[config.mk]
export PLATFORM = sky130hd
export DESIGN_NAME = tmg_timer
export DESIGN_NICKNAME = d
export VERILOG_FILES = /design/src/rtl/tmg_timer.v
export VERILOG_INCLUDE_DIRS = /design/src /design/src/rtl
export SDC_FILE = /design/constraint.sdc
export NUM_CORES = 1
export LEC_CHECK = 0
export ABC_CLOCK_PERIOD_IN_PS = 3000
export BUFFER_PORTS_ARGS = -buffer_cell sky130_fd_sc_hd__buf_2
export CORE_ASPECT_RATIO = 2
export CORE_MARGIN = 10
export CORE_UTILIZATION = 40
export CTS_CLUSTER_DIAMETER = 50
export DETAILED_ROUTE_END_ITERATION = 10
export SYNTH_ARGS = -nofsm -noshare
export SYNTH_HDL_FRONTEND = slang
export SYNTH_SLANG_ARGS = --single-unit
[constraint.sdc]
create_clock -name mclk -period 3 [get_ports mclk]
set_clock_uncertainty 0.2 [all_clocks]
set_input_delay 0.45 -clock mclk [delete_from_list [all_inputs] [get_ports mclk]]
set_output_delay 0.45 -clock mclk [all_outputs]
set_load 0.02 [all_outputs]
[src/rtl/tmg_consts.vh]
// Constants for the timer one control and gate block.
// Included by tmg_timer.v; definitions only.
`ifndef TMG_CONSTS_VH
`define TMG_CONSTS_VH
`define TMG_A_CTRL 8'h00
`define TMG_A_GATE 8'h04
`define TMG_A_CLO 8'h08
`define TMG_A_CHI 8'h0C
`define TMG_A_STAT 8'h10
`define TMG_A_MASK 8'h14
`define TMG_CS_HI 7
`define TMG_CS_LO 6
`define TMG_PS_HI 5
`define TMG_PS_LO 4
`define TMG_OSCEN 3
`define TMG_NSYNC 2
`define TMG_ON 0
`define TMG_GE 7
`define TMG_GPOL 6
`define TMG_GTM 5
`define TMG_GSPM 4
`define TMG_GGO 3
`define TMG_GVAL 2
`define TMG_GSS_HI 1
`define TMG_GSS_LO 0
`define TMG_CTRL_WMASK 8'hFD
`define TMG_GATE_WMASK 8'hF3
`define TMG_CS_INSTR 2'h0
`define TMG_CS_SYS 2'h1
`define TMG_CS_PIN 2'h2
`define TMG_CS_CAP 2'h3
`define TMG_GS_PIN 2'h0
`define TMG_GS_T0 2'h1
`define TMG_GS_C1 2'h2
`define TMG_GS_C2 2'h3
`define TMG_INSTR_DIV 2'h3
`define TMG_ST_OVF 0
`define TMG_ST_GATE 1
`define TMG_CNT_MAX 16'hFFFF
`define TMG_ZERO8 8'h00
`define TMG_ZERO16 16'h0000
`endif

[src/rtl/tmg_timer.v]
// Timer one: 16-bit counter with clock select, prescaler and gate logic.
// Assumes a single AHB-Lite master and asynchronous external pin inputs.
//
// Chosen here: the placing of the registers and register access over AHB-Lite.
`timescale 1ns/1ps
`include "tmg_consts.vh"

// How it works
// - Source code selects instruction, system, pin-or-crystal or cap oscillator.
// - Code 10 counts pin rising edges, or crystal when oscillator enabled.
// - Prescale field divides the selected clock by 1, 2, 4 or 8.
// - Control bit 3 switches the dedicated oscillator on or off.
// - For external sources sync-disable chooses synchronised or raw edges.
// - Timer-on enables counting; clearing it stops and clears toggle flop.
// - While on, gate enable makes counting depend on the gate.
// - Polarity bit chooses active-high or active-low gate.
// - Toggle mode flips a flop per gate rising edge, else held clear.
// - Single-pulse mode bit enables single-pulse gate acquisition.
// - Go/done reads 1 while armed; software sets, hardware clears.
// - Read-only gate level shows current gate regardless of gate enable.
// - Gate source: pin, timer0 overflow, comparator one, comparator two.
// - Writable bits reset to zero; unimplemented control bit 1 reads zero.
// - Armed pulse counts while gate active; go/done clears at trailing edge.
// - Falling edge of gate level sets gate event flag.
// - Counter wraps FFFF to 0000 and sets overflow flag.
module tmg_timer
(
   input wire mclk,
   input wire rst,
   input wire [31:0] haddr,
   input wire [1:0] htrans,
   input wire hwrite,
   input wire [2:0] hsize,
   input wire hsel,
   input wire hready,
   input wire [31:0] hwdata,
   output wire [31:0] hrdata,
   output wire hreadyout,
   output wire hresp,
   input wire external_count_pin,
   input wire crystal_clk,
   input wire cap_sense_oscillator,
   input wire gate_pin,
   input wire timer0_overflow,
   input wire cmp_one_synced_out,
   input wire cmp_two_synced_out,
   output wire dedicated_osc_enable,
   output wire irq
);

   reg [7:0] ctrl_r;
   reg g_en_r;
   reg g_pol_r;
   reg g_tm_r;
   reg g_spm_r;
   reg [1:0] gss_r;
   reg go_r;
   reg [15:0] cnt_r;
   reg [1:0] stat_r;
   reg [1:0] mask_r;
   reg [31:0] hrdata_r;
   reg wr_pend_r;
   reg [7:0] addr_r;
   reg [1:0] icnt_r;
   reg [2:0] pre_r;
   reg tog_r;
   reg gval_r;
   reg gval_prev_r;
   reg gval_known_r;
   reg [7:0] ctrl_nxt;
   reg [7:0] gate_nxt;
   wire ext_rise;
   wire gsrc_lvl;
   wire gsrc_rise;
   wire cap_rise;

   wire [1:0] cs = ctrl_r[`TMG_CS_HI:`TMG_CS_LO];
   wire [1:0] ps = ctrl_r[`TMG_PS_HI:`TMG_PS_LO];
   wire tmr_on = ctrl_r[`TMG_ON];
   wire nsync = ctrl_r[`TMG_NSYNC];
   wire g_en = g_en_r;
   wire g_pol = g_pol_r;
   wire g_tm = g_tm_r;
   wire g_spm = g_spm_r;
   wire [1:0] gss = gss_r;

   // Bus address phase capture; no wait states.
   wire take = hsel & hready & htrans[1];
   assign hreadyout = 1'b1;
   assign hresp = 1'b0;
   assign hrdata = hrdata_r;

   assign dedicated_osc_enable = ctrl_r[`TMG_OSCEN];

   // The raw external level feeds the unsynchronised path. Sampling it
   // directly on mclk is the closest a single-clock design can get.
   reg ext_raw;
   always @*
   begin
      ext_raw = ctrl_r[`TMG_OSCEN] ? crystal_clk : external_count_pin;
   end

   reg src_sel;
   always @*
   begin
      case (gss)
         `TMG_GS_PIN: src_sel = gate_pin;
         `TMG_GS_T0: src_sel = timer0_overflow;
         `TMG_GS_C1: src_sel = cmp_one_synced_out;
         `TMG_GS_C2: src_sel = cmp_two_synced_out;
         default: src_sel = gate_pin;
      endcase
   end

   // External count source; sync-disable bypasses the agreement filter.
   tmg_sync3 tmg_sync3_ext_inst
   (
      .clk(mclk),
      .rst(rst),
      .bypass(nsync),
      .din(ext_raw),
      .lvl(),
      .rise(ext_rise)
   );

   // Gate source; always filtered so a slow edge cannot toggle twice.
   tmg_sync3 tmg_sync3_gate_inst
   (
      .clk(mclk),
      .rst(rst),
      .bypass(1'b0),
      .din(src_sel),
      .lvl(gsrc_lvl),
      .rise(gsrc_rise)
   );

   // Cap oscillator shares the external sync-disable choice.
   tmg_sync3 tmg_sync3_cap_inst
   (
      .clk(mclk),
      .rst(rst),
      .bypass(nsync),
      .din(cap_sense_oscillator),
      .lvl(),
      .rise(cap_rise)
   );

   reg clk_tick;
   always @*
   begin
      case (cs)
         `TMG_CS_INSTR: clk_tick = (icnt_r == `TMG_INSTR_DIV);
         `TMG_CS_SYS: clk_tick = 1'b1;
         `TMG_CS_PIN: clk_tick = ext_rise;
         `TMG_CS_CAP: clk_tick = cap_rise;
         default: clk_tick = 1'b0;
      endcase
   end

   reg pre_tick;
   always @*
   begin
      case (ps)
         2'h0: pre_tick = clk_tick;
         2'h1: pre_tick = clk_tick & (pre_r[0] == 1'b1);
         2'h2: pre_tick = clk_tick & (pre_r[1:0] == 2'h3);
         default: pre_tick = clk_tick & (pre_r == 3'h7);
      endcase
   end

   // Gate chain: toggle flop, polarity, then single-pulse qualification.
   wire tog_in = g_tm ? tog_r : gsrc_lvl;
   wire g_lvl = g_pol ? tog_in : ~tog_in;
   wire g_active = g_spm ? (g_lvl & go_r) : g_lvl;
   wire count_ok = tmr_on & (~g_en | g_active);
   wire inc = pre_tick & count_ok;
   wire ovf = inc & (cnt_r == `TMG_CNT_MAX);
   wire g_fall = gval_known_r & gval_prev_r & ~gval_r;
   wire pulse_end = g_spm & go_r & gval_r & ~g_lvl;

   wire w_ctrl = wr_pend_r & (addr_r == `TMG_A_CTRL);
   wire w_gate = wr_pend_r & (addr_r == `TMG_A_GATE);
   wire w_clo = wr_pend_r & (addr_r == `TMG_A_CLO);
   wire w_chi = wr_pend_r & (addr_r == `TMG_A_CHI);
   wire w_mask = wr_pend_r & (addr_r == `TMG_A_MASK);
   wire r_stat = take & ~hwrite & (haddr[7:0] == `TMG_A_STAT);

   always @*
   begin
      ctrl_nxt = hwdata[7:0] & `TMG_CTRL_WMASK;
      gate_nxt = hwdata[7:0] & `TMG_GATE_WMASK;
   end

   reg [31:0] rd_val;
   always @*
   begin
      rd_val = 32'h0000_0000;
      case (haddr[7:0])
         `TMG_A_CTRL: rd_val[7:0] = ctrl_r;
         `TMG_A_GATE: rd_val[7:0] = {g_en, g_pol, g_tm, g_spm, go_r,
            gval_r, gss};
         `TMG_A_CLO: rd_val[7:0] = cnt_r[7:0];
         `TMG_A_CHI: rd_val[7:0] = cnt_r[15:8];
         `TMG_A_STAT: rd_val[1:0] = stat_r;
         `TMG_A_MASK: rd_val[1:0] = mask_r;
         default: rd_val = 32'h0000_0000;
      endcase
   end

   assign irq = |(stat_r & mask_r);

   always @(posedge mclk or posedge rst)
   begin
      if (rst)
      begin
         ctrl_r <= `TMG_ZERO8;
         g_en_r <= 1'b0;
         g_pol_r <= 1'b0;
         g_tm_r <= 1'b0;
         g_spm_r <= 1'b0;
         gss_r <= 2'h0;
         go_r <= 1'b0;
         cnt_r <= `TMG_ZERO16;
         stat_r <= 2'h0;
         mask_r <= 2'h0;
         hrdata_r <= 32'h0000_0000;
         wr_pend_r <= 1'b0;
         addr_r <= `TMG_ZERO8;
         icnt_r <= 2'h0;
         pre_r <= 3'h0;
         tog_r <= 1'b0;
         gval_r <= 1'b0;
         gval_prev_r <= 1'b0;
         gval_known_r <= 1'b0;
      end
      else
      begin
         wr_pend_r <= take & hwrite;
         if (take)
            addr_r <= haddr[7:0];
         if (take & ~hwrite)
            hrdata_r <= rd_val;
         // The instruction clock runs free, so its phase is not tied to
         // the moment software switches the timer on.
         icnt_r <= icnt_r + 2'h1;
         // The prescaler advances on every source edge, not only on the
         // edges it lets through, or a divide above one would never fire.
         if (~tmr_on)
            pre_r <= 3'h0;
         else if (clk_tick)
            pre_r <= pre_r + 3'h1;
         if (w_ctrl)
            ctrl_r <= ctrl_nxt;
         if (w_gate)
         begin
            g_en_r <= gate_nxt[`TMG_GE];
            g_pol_r <= gate_nxt[`TMG_GPOL];
            g_tm_r <= gate_nxt[`TMG_GTM];
            g_spm_r <= gate_nxt[`TMG_GSPM];
            gss_r <= gate_nxt[`TMG_GSS_HI:`TMG_GSS_LO];
         end
         if (w_mask)
            mask_r <= hwdata[1:0];
         // Toggle flop is held clear when the mode is off or timer stops.
         if (~g_tm | ~tmr_on)
            tog_r <= 1'b0;
         else if (gsrc_rise)
            tog_r <= ~tog_r;
         gval_r <= g_lvl;
         gval_prev_r <= gval_r;
         gval_known_r <= 1'b1;
         // Hardware clear at trailing edge; a software set wins if coincident.
         if (w_gate & hwdata[`TMG_GGO] & g_spm)
            go_r <= 1'b1;
         else if (~g_spm | pulse_end)
            go_r <= 1'b0;
         if (w_clo)
            cnt_r[7:0] <= hwdata[7:0];
         else if (w_chi)
            cnt_r[15:8] <= hwdata[7:0];
         else if (inc)
            cnt_r <= cnt_r + 16'h0001;
         // A read clears status, but an event in the same cycle stays set,
         // so software never loses an event that lands on its read.
         if (ovf)
            stat_r[`TMG_ST_OVF] <= 1'b1;
         else if (r_stat)
            stat_r[`TMG_ST_OVF] <= 1'b0;
         if (g_fall)
            stat_r[`TMG_ST_GATE] <= 1'b1;
         else if (r_stat)
            stat_r[`TMG_ST_GATE] <= 1'b0;
      end
   end

endmodule

// Three-stage input synchroniser with an agreement filter and edge output.
module tmg_sync3
(
   input wire clk,
   input wire rst,
   input wire bypass,
   input wire din,
   output wire lvl,
   output wire rise
);

   reg [2:0] stage_r;
   reg prev_r;
   reg lvl_nxt;

   // Unless bypassed, a level only counts once the second and third stages
   // agree, so an input caught mid-transition cannot produce a double edge.
   always @*
   begin
      if (bypass)
         lvl_nxt = stage_r[1];
      else if (stage_r[1] == stage_r[2])
         lvl_nxt = stage_r[1];
      else
         lvl_nxt = prev_r;
   end

   assign lvl = lvl_nxt;
   assign rise = lvl_nxt & ~prev_r;

   // Reset state matches the idle low level, so no false edge follows.
   always @(posedge clk or posedge rst)
   begin
      if (rst)
      begin
         stage_r <= 3'h0;
         prev_r <= 1'b0;
      end
      else
      begin
         stage_r <= {stage_r[1:0], din};
         prev_r <= lvl_nxt;
      end
   end

endmodule

==> impl_metrics.env, run 1 <==
export IMPL_cp_num_buf_inv=0
export IMPL_hold_class="in -> reg"
export IMPL_cts_buffer_depth=2
export IMPL_insertion_delay_ns=0.33
export IMPL_finalMaxSlewViolations=0
export IMPL_gp_congestion=0.928
export IMPL_report_final_hold_viol_count=0
export IMPL_core_area_mm2=0.00964
export IMPL_area_growth_pct=14.6
export IMPL_drive_gt1_frac=0.248
export IMPL_r2r_cells=5
export IMPL_cts_tree="yes"
export IMPL_cp_cell_sequence="maj3_2 -> o211a_1 -> o31a_1 -> or4_1 -> a31oi_1"
export IMPL_portBuffers=38
export IMPL_die_area_mm2=0.0144
export IMPL_critical_path_arrival_ns=2.59
export IMPL_fmax_mhz=395
export IMPL_cpMaxStageDelayCell="or4_1"
export IMPL_relSlewSlack=0.495
export IMPL_cts_setup_buffers=0
export IMPL_worstSetupStartpointType="register"
export IMPL_ant_nets=0
export IMPL_synth_cell_types=65
export IMPL_initial_core_util=0.407
export IMPL_clk_pin_slew_ns=0.06
export IMPL_yosysSeqAreaShare=0.460
export IMPL_required_ns=3.06
export IMPL_tightest_slew_ns=0.758
export IMPL_grt_ovfl_total=0
export IMPL_yosysWarnings=0
export IMPL_fillers=909
export IMPL_ys_flop_type="dfrtp_1"
export IMPL_syn_area_per_cell_um2=10.6
export IMPL_min_to="tmg_sync3_cap_inst.stage_r[0]"
export IMPL_fin_crit_ns=2.53
export IMPL_grt_pass1_wl_um=17100
export IMPL_cp_top_family="compound AO/OA/AOI/OAI gates"
export IMPL_track_usage=0.147
export IMPL_drt_total_wl_um=10600
export IMPL_htreeDepth=3
export IMPL_drt_iter0_drc=140
export IMPL_grt_pass1_vias=3193
export IMPL_grt_setup_unrepaired="false"
export IMPL_setup_violations=0
export IMPL_worstHoldStart="cap_sense_oscillator"
export IMPL_io_pins=117
export IMPL_outcome="finished clean"
export IMPL_diodes=0
export IMPL_finalSetupTns_ns=0
export IMPL_wire_per_inst_um=19.3
export IMPL_die_y_um=160
export IMPL_dr_pass1_iters=4
export IMPL_leakagePower_uw=0.00197
export IMPL_die_w_um=90.0
export IMPL_fin_nets=502
export IMPL_hpwl_um=8140
export IMPL_post_place_ws_ns=0.474
export IMPL_vdd_drop_max_mv=0.264
export IMPL_cts_sinks=72
export IMPL_syn_inst=370
export IMPL_drv_cap=0
export IMPL_critPathKind="reg -> reg"
export IMPL_synthArstFlopShare=1.00
export IMPL_worst_slack_ns=0.469
export IMPL_drc=0
export IMPL_antenna_found_initial=0
export IMPL_netlist_area_mm2=0.00392
export IMPL_num_rows=51
export IMPL_viasPerCell=5.52
export IMPL_synth_seq_cells=72
export IMPL_rrSetupSlack_ns=0.47
export IMPL_grt_max_degree=36
export IMPL_cts_buffers=9
export IMPL_vias=3040
export IMPL_slowest_delay_ns=0.59
export IMPL_synth_edff_count=0
export IMPL_holdPathStages=1
export IMPL_post_route_period_util=0.844
export IMPL_cts_root_buf="clkbuf_16"
export IMPL_timing_rr_start="tmg_sync3_gate_inst.stage_r[1]"
export IMPL_power_density_mw_per_mm2=621
export IMPL_timing_rr_end="cnt_r[8]"
export IMPL_worstSetupEndpointType="register"
export IMPL_crit_fanout=19
cell usage after synthesis, drive strengths merged (4+ instances only):
library cell | count | area (um^2)
nor3 | 6 | 30.0
ha | 7 | 87.6
nand2 | 32 | 120
buf | 29 | 216
mux2i | 6 | 60.1
a31oi | 5 | 31.3
clkbuf | 12 | 46.3
o31ai | 6 | 45.0
a21oi | 7 | 35.0
or4 | 4 | 30.0
dfrtp | 72 | 1800
nor2b | 4 | 25.0
a211oi | 6 | 50.1
nor4 | 4 | 31.3
and4 | 4 | 35.0
o21ai | 14 | 70.1
mux2 | 26 | 293
mux4 | 8 | 180
nor2 | 21 | 78.8
nand3 | 17 | 85.1
inv | 13 | 48.8
and3 | 6 | 37.5
nand4 | 6 | 37.5
sequential cells by signal, summed over array words and instances, names as in the netlist, 2 cells and up:
signal	cells
mask_r	2
addr_r	8
tmg_sync3_gate_inst.stage_r	3
tmg_sync3_cap_inst.stage_r	3
tmg_sync3_ext_inst.stage_r	3
ctrl_r	7
hrdata	8
gss	2
stat_r	2
cnt_r	16
pre_r	3
icnt_r	2
metal layers:
layer	up-vias	wire length, um	global-route usage
met5	-	0	0
met4	0	389	0.0779
met3	24	454	0.0347
met2	95	5890	0.273
met1	1517	3910	0.145
li1	1404	-	-
repair_timing:
item / 4_1_cts / 5_1_grt
endpoints found under the setup margin: 0 / 0
resized for setup: 0 / 0
hold buffers: 1 / 0
endpoints found under the hold margin: 6 / 0
logic make-up after synthesis:
group	Yosys count	share of synthesized area
mux	40	0.136
buf+inv	55	0.0805
xor+xnor	2	0.00447
flops	72	0.460
other cells	2	0.00192
simple gates	123	0.167
fa+ha+maj	8	0.0252
compound gates	68	0.125
worst reg2reg max path, cell delays in order (launching register included):
cell	delay [ns]
dfrtp_1	0.42
maj3_2	0.34
o211a_1	0.24
o31a_1	0.49
or4_1	0.60
a31oi_1	0.17
worst max-delay path by stage:
stage / end / from / cells past startpoint / slack, ns
2_1_floorplan: addr_r[0] / rst / 1 / 0.53
3_3_place_gp: cnt_r[11] / tmg_sync3_gate_inst.stage_r[1] / 5 / 0.50
3_5_place_dp: cnt_r[8] / tmg_sync3_gate_inst.stage_r[1] / 5 / 0.47
4_1_cts: cnt_r[8] / tmg_sync3_gate_inst.stage_r[1] / 5 / 0.46
5_1_grt: cnt_r[13] / tmg_sync3_gate_inst.stage_r[1] / 5 / 0.31
6_report: cnt_r[8] / tmg_sync3_gate_inst.stage_r[1] / 5 / 0.47
per-stage QoR:
step | cells | total power, uW | cell area [um^2] | hold slack, ns | utilization
3_3_place_gp | 534 | 1710 | 4180 | 0.132 | 0.434
2_1_floorplan | 395 | 1580 | 4010 | 0.131 | -
5_1_grt | 551 | 2910 | 4490 | 0.0161 | 0.466
6_report | 551 | 2790 | 4490 | 0.0283 | 0.466
4_1_cts | 551 | 2810 | 4490 | 0.0165 | 0.466
3_5_place_dp | 534 | 1730 | 4180 | 0.142 | 0.434
power by group:
group,internal [uW],switching [uW]
Combinational,212,278
Clock,665,404
Sequential,1090,144
Total,1960,825
placed cells by master (no fill, tap or decap), types with 5 or more instances in the layout:
cell / count
nand4_1: 6
and3_1: 6
o31ai_1: 6
nand3_1: 17
o21ai_0: 14
nand2_1: 32
nor3_1: 6
clkbuf_16: 9
buf_4: 10
buf_2: 38
conb_1: 27
a211oi_1: 5
mux2_2: 26
mux2i_1: 6
mux4_2: 8
a21oi_1: 7
inv_1: 12
dfrtp_1: 72
a31oi_1: 5
nor2_1: 21
ha_1: 7
final cells by class:
| type | count | area [um^2] | area share |
|---|---|---|---|
| multi-input cells | 268 | 1890 | 0.422 |
| clock buffers | 11 | 243 | 0.0541 |
| repair buffers | 49 | 275 | 0.0613 |
| inverters | 14 | 52.6 | 0.0117 |
| flip-flops and latches | 72 | 1800 | 0.401 |
| well taps | 132 | 165 | 0.0368 |
| clock inverters | 5 | 56.3 | 0.0125 |
Note: power is estimated with default switching activity, not from simulation.
==> run 2, diff against run 1 <==
Settings changed: ABC_CLOCK_PERIOD_IN_PS 3000 to 2650.
Clock period 3 ns to 2.65 ns, I/O delays scaled along.
==> impl_metrics.env, run 2 (synthesis gave the netlist of run 1 again) <==
export IMPL_drive_gt1_frac=0.258
export IMPL_die_area_mm2=0.0144
export IMPL_leakagePower_uw=0.00200
export IMPL_cp_cell_sequence="maj3_2 -> o211a_1 -> o31a_1 -> or4_1 -> a31oi_1"
export IMPL_hold_class="in -> reg"
export IMPL_r2r_cells=5
export IMPL_cts_tree="yes"
export IMPL_fillers=913
export IMPL_wire_per_inst_um=19.2
export IMPL_ant_nets=0
export IMPL_setup_violations=0
export IMPL_timing_rr_end="cnt_r[11]"
export IMPL_cts_hold_buf=2
export IMPL_dr_pass1_iters=4
export IMPL_timing_rr_start="tmg_sync3_gate_inst.stage_r[1]"
export IMPL_relSlewSlack=0.579
export IMPL_cts_buffers=9
export IMPL_fin_crit_ns=2.52
export IMPL_mostFrequentLayoutCells="dfrtp_1 (72), buf_2 (38), nand2_1 (32)"
export IMPL_required_ns=2.69
export IMPL_power_density_mw_per_mm2=689
export IMPL_hpwl_um=8300
export IMPL_drv_cap=0
export IMPL_regMostFlops="cnt_r"
export IMPL_grt_setup_unrepaired="false"
export IMPL_diodes=0
export IMPL_cpMaxStageDelayCell="or4_1"
export IMPL_grt_busiest_layer="met2"
export IMPL_fmax_mhz=396
export IMPL_dpl_cell_area_mm2=0.00424
export IMPL_htreeDepth=3
export IMPL_finalSetupTns_ns=0
export IMPL_clk_pin_slew_ns=0.05
export IMPL_drt_total_wl_um=10700
export IMPL_fin_nets=511
export IMPL_num_rows=51
export IMPL_critPathKind="reg -> reg"
export IMPL_cts_buffer_depth=2
export IMPL_grt_ovfl_total=0
export IMPL_die_y_um=160
export IMPL_insertion_delay_ns=0.33
export IMPL_report_final_hold_viol_count=0
export IMPL_cp_top_family="compound AO/OA/AOI/OAI gates"
export IMPL_viasPerCell=5.41
export IMPL_cp_num_buf_inv=0
export IMPL_holdPathStages=3
export IMPL_grt_pass1_wl_um=17200
export IMPL_use_met2=0.265
export IMPL_grt_pass1_vias=3255
export IMPL_post_place_ws_ns=0.176
export IMPL_antenna_found_initial=0
export IMPL_cts_sinks=72
export IMPL_io_pins=117
export IMPL_critical_path_arrival_ns=2.56
export IMPL_post_route_period_util=0.952
export IMPL_min_to="wr_pend_r"
export IMPL_vias=3016
export IMPL_portBuffers=38
export IMPL_drt_iter0_drc=150
export IMPL_worstHoldStart="hwrite"
export IMPL_track_usage=0.151
export IMPL_area_growth_pct=15.8
export IMPL_finalMaxSlewViolations=0
export IMPL_utilization=0.471
export IMPL_drc=0
export IMPL_cts_root_buf="clkbuf_16"
export IMPL_cp_startpoint="tmg_sync3_gate_inst.stage_r[1]"
export IMPL_postCtsResizedCells=0
export IMPL_slowest_delay_ns=0.57
export IMPL_vdd_drop_max_mv=0.508
export IMPL_rrSetupSlack_ns=0.13
export IMPL_worst_slack_ns=0.128
export IMPL_initial_core_util=0.407
export IMPL_met1_usage=0.150
export IMPL_grt_max_degree=46
export IMPL_fin_area_mm2=0.00454
export IMPL_die_w_um=90.0
export IMPL_tightest_slew_ns=0.632
export IMPL_largest_reg_flops=16
export IMPL_worstSetupStartpointType="register"
export IMPL_mostFrequentLayoutCell="dfrtp_1"
export IMPL_outcome="finished clean"
export IMPL_gp_congestion=0.910
export IMPL_core_area_mm2=0.00964
export IMPL_crit_fanout=15
export IMPL_worstSetupEndpointType="register"
export IMPL_met3_usage=0.0404
export IMPL_cts_setup_buffers=0
## run 2: through the flow
stage / total power [uW] / std cells / hold slack [ns]
2_1_floorplan: 1790 / 395 / 0.131
3_3_place_gp: 1970 / 542 / 0.132
3_5_place_dp: 1980 / 542 / 0.140
4_1_cts: 3140 / 558 / 0.0782
5_1_grt: 3270 / 558 / 0.0950
6_report: 3120 / 558 / 0.0867
## run 2: final cells by class
type                    count  area, um^2  area share
repair buffers             58         345      0.0761
clock buffers              10         229      0.0505
inverters                  14        52.6      0.0116
multi-input cells         268        1890       0.418
clock inverters             4        47.5      0.0105
well taps                 132         165      0.0364
flip-flops and latches     72        1800       0.397
## run 2: how the worst max path moves through the flow
stage                      endpoint  slack (ns)  depth (start not counted)
after floorplan           addr_r[0]        0.23                          1
after global placement    cnt_r[13]        0.20                          5
after CTS                 cnt_r[13]        0.16                          5
final                     cnt_r[11]        0.13                          5
after global routing      cnt_r[14]        0.02                          7
after detailed placement  cnt_r[14]        0.18                          7
## run 2: tightest hold or removal path: stages
cell and delay (ns):
buf_2 0.10, inv_1 0.04, nor2_1 0.04
## run 2: power by group
group	switching, uW	total (uW)	leakage, uW	internal [uW]
sequential	144	1370	0.000878	1230
combinational	334	592	0.000991	259
clock	442	1160	0.000134	714
total	920	3120	0.00200	2200
## run 2: per-layer routing
| layer | share of wire | routed length [um] |
|---|---|---|
| met5 | 0 | 0 |
| met4 | 0.050 | 533 |
| met3 | 0.050 | 541 |
| met2 | 0.54 | 5800 |
| met1 | 0.36 | 3860 |
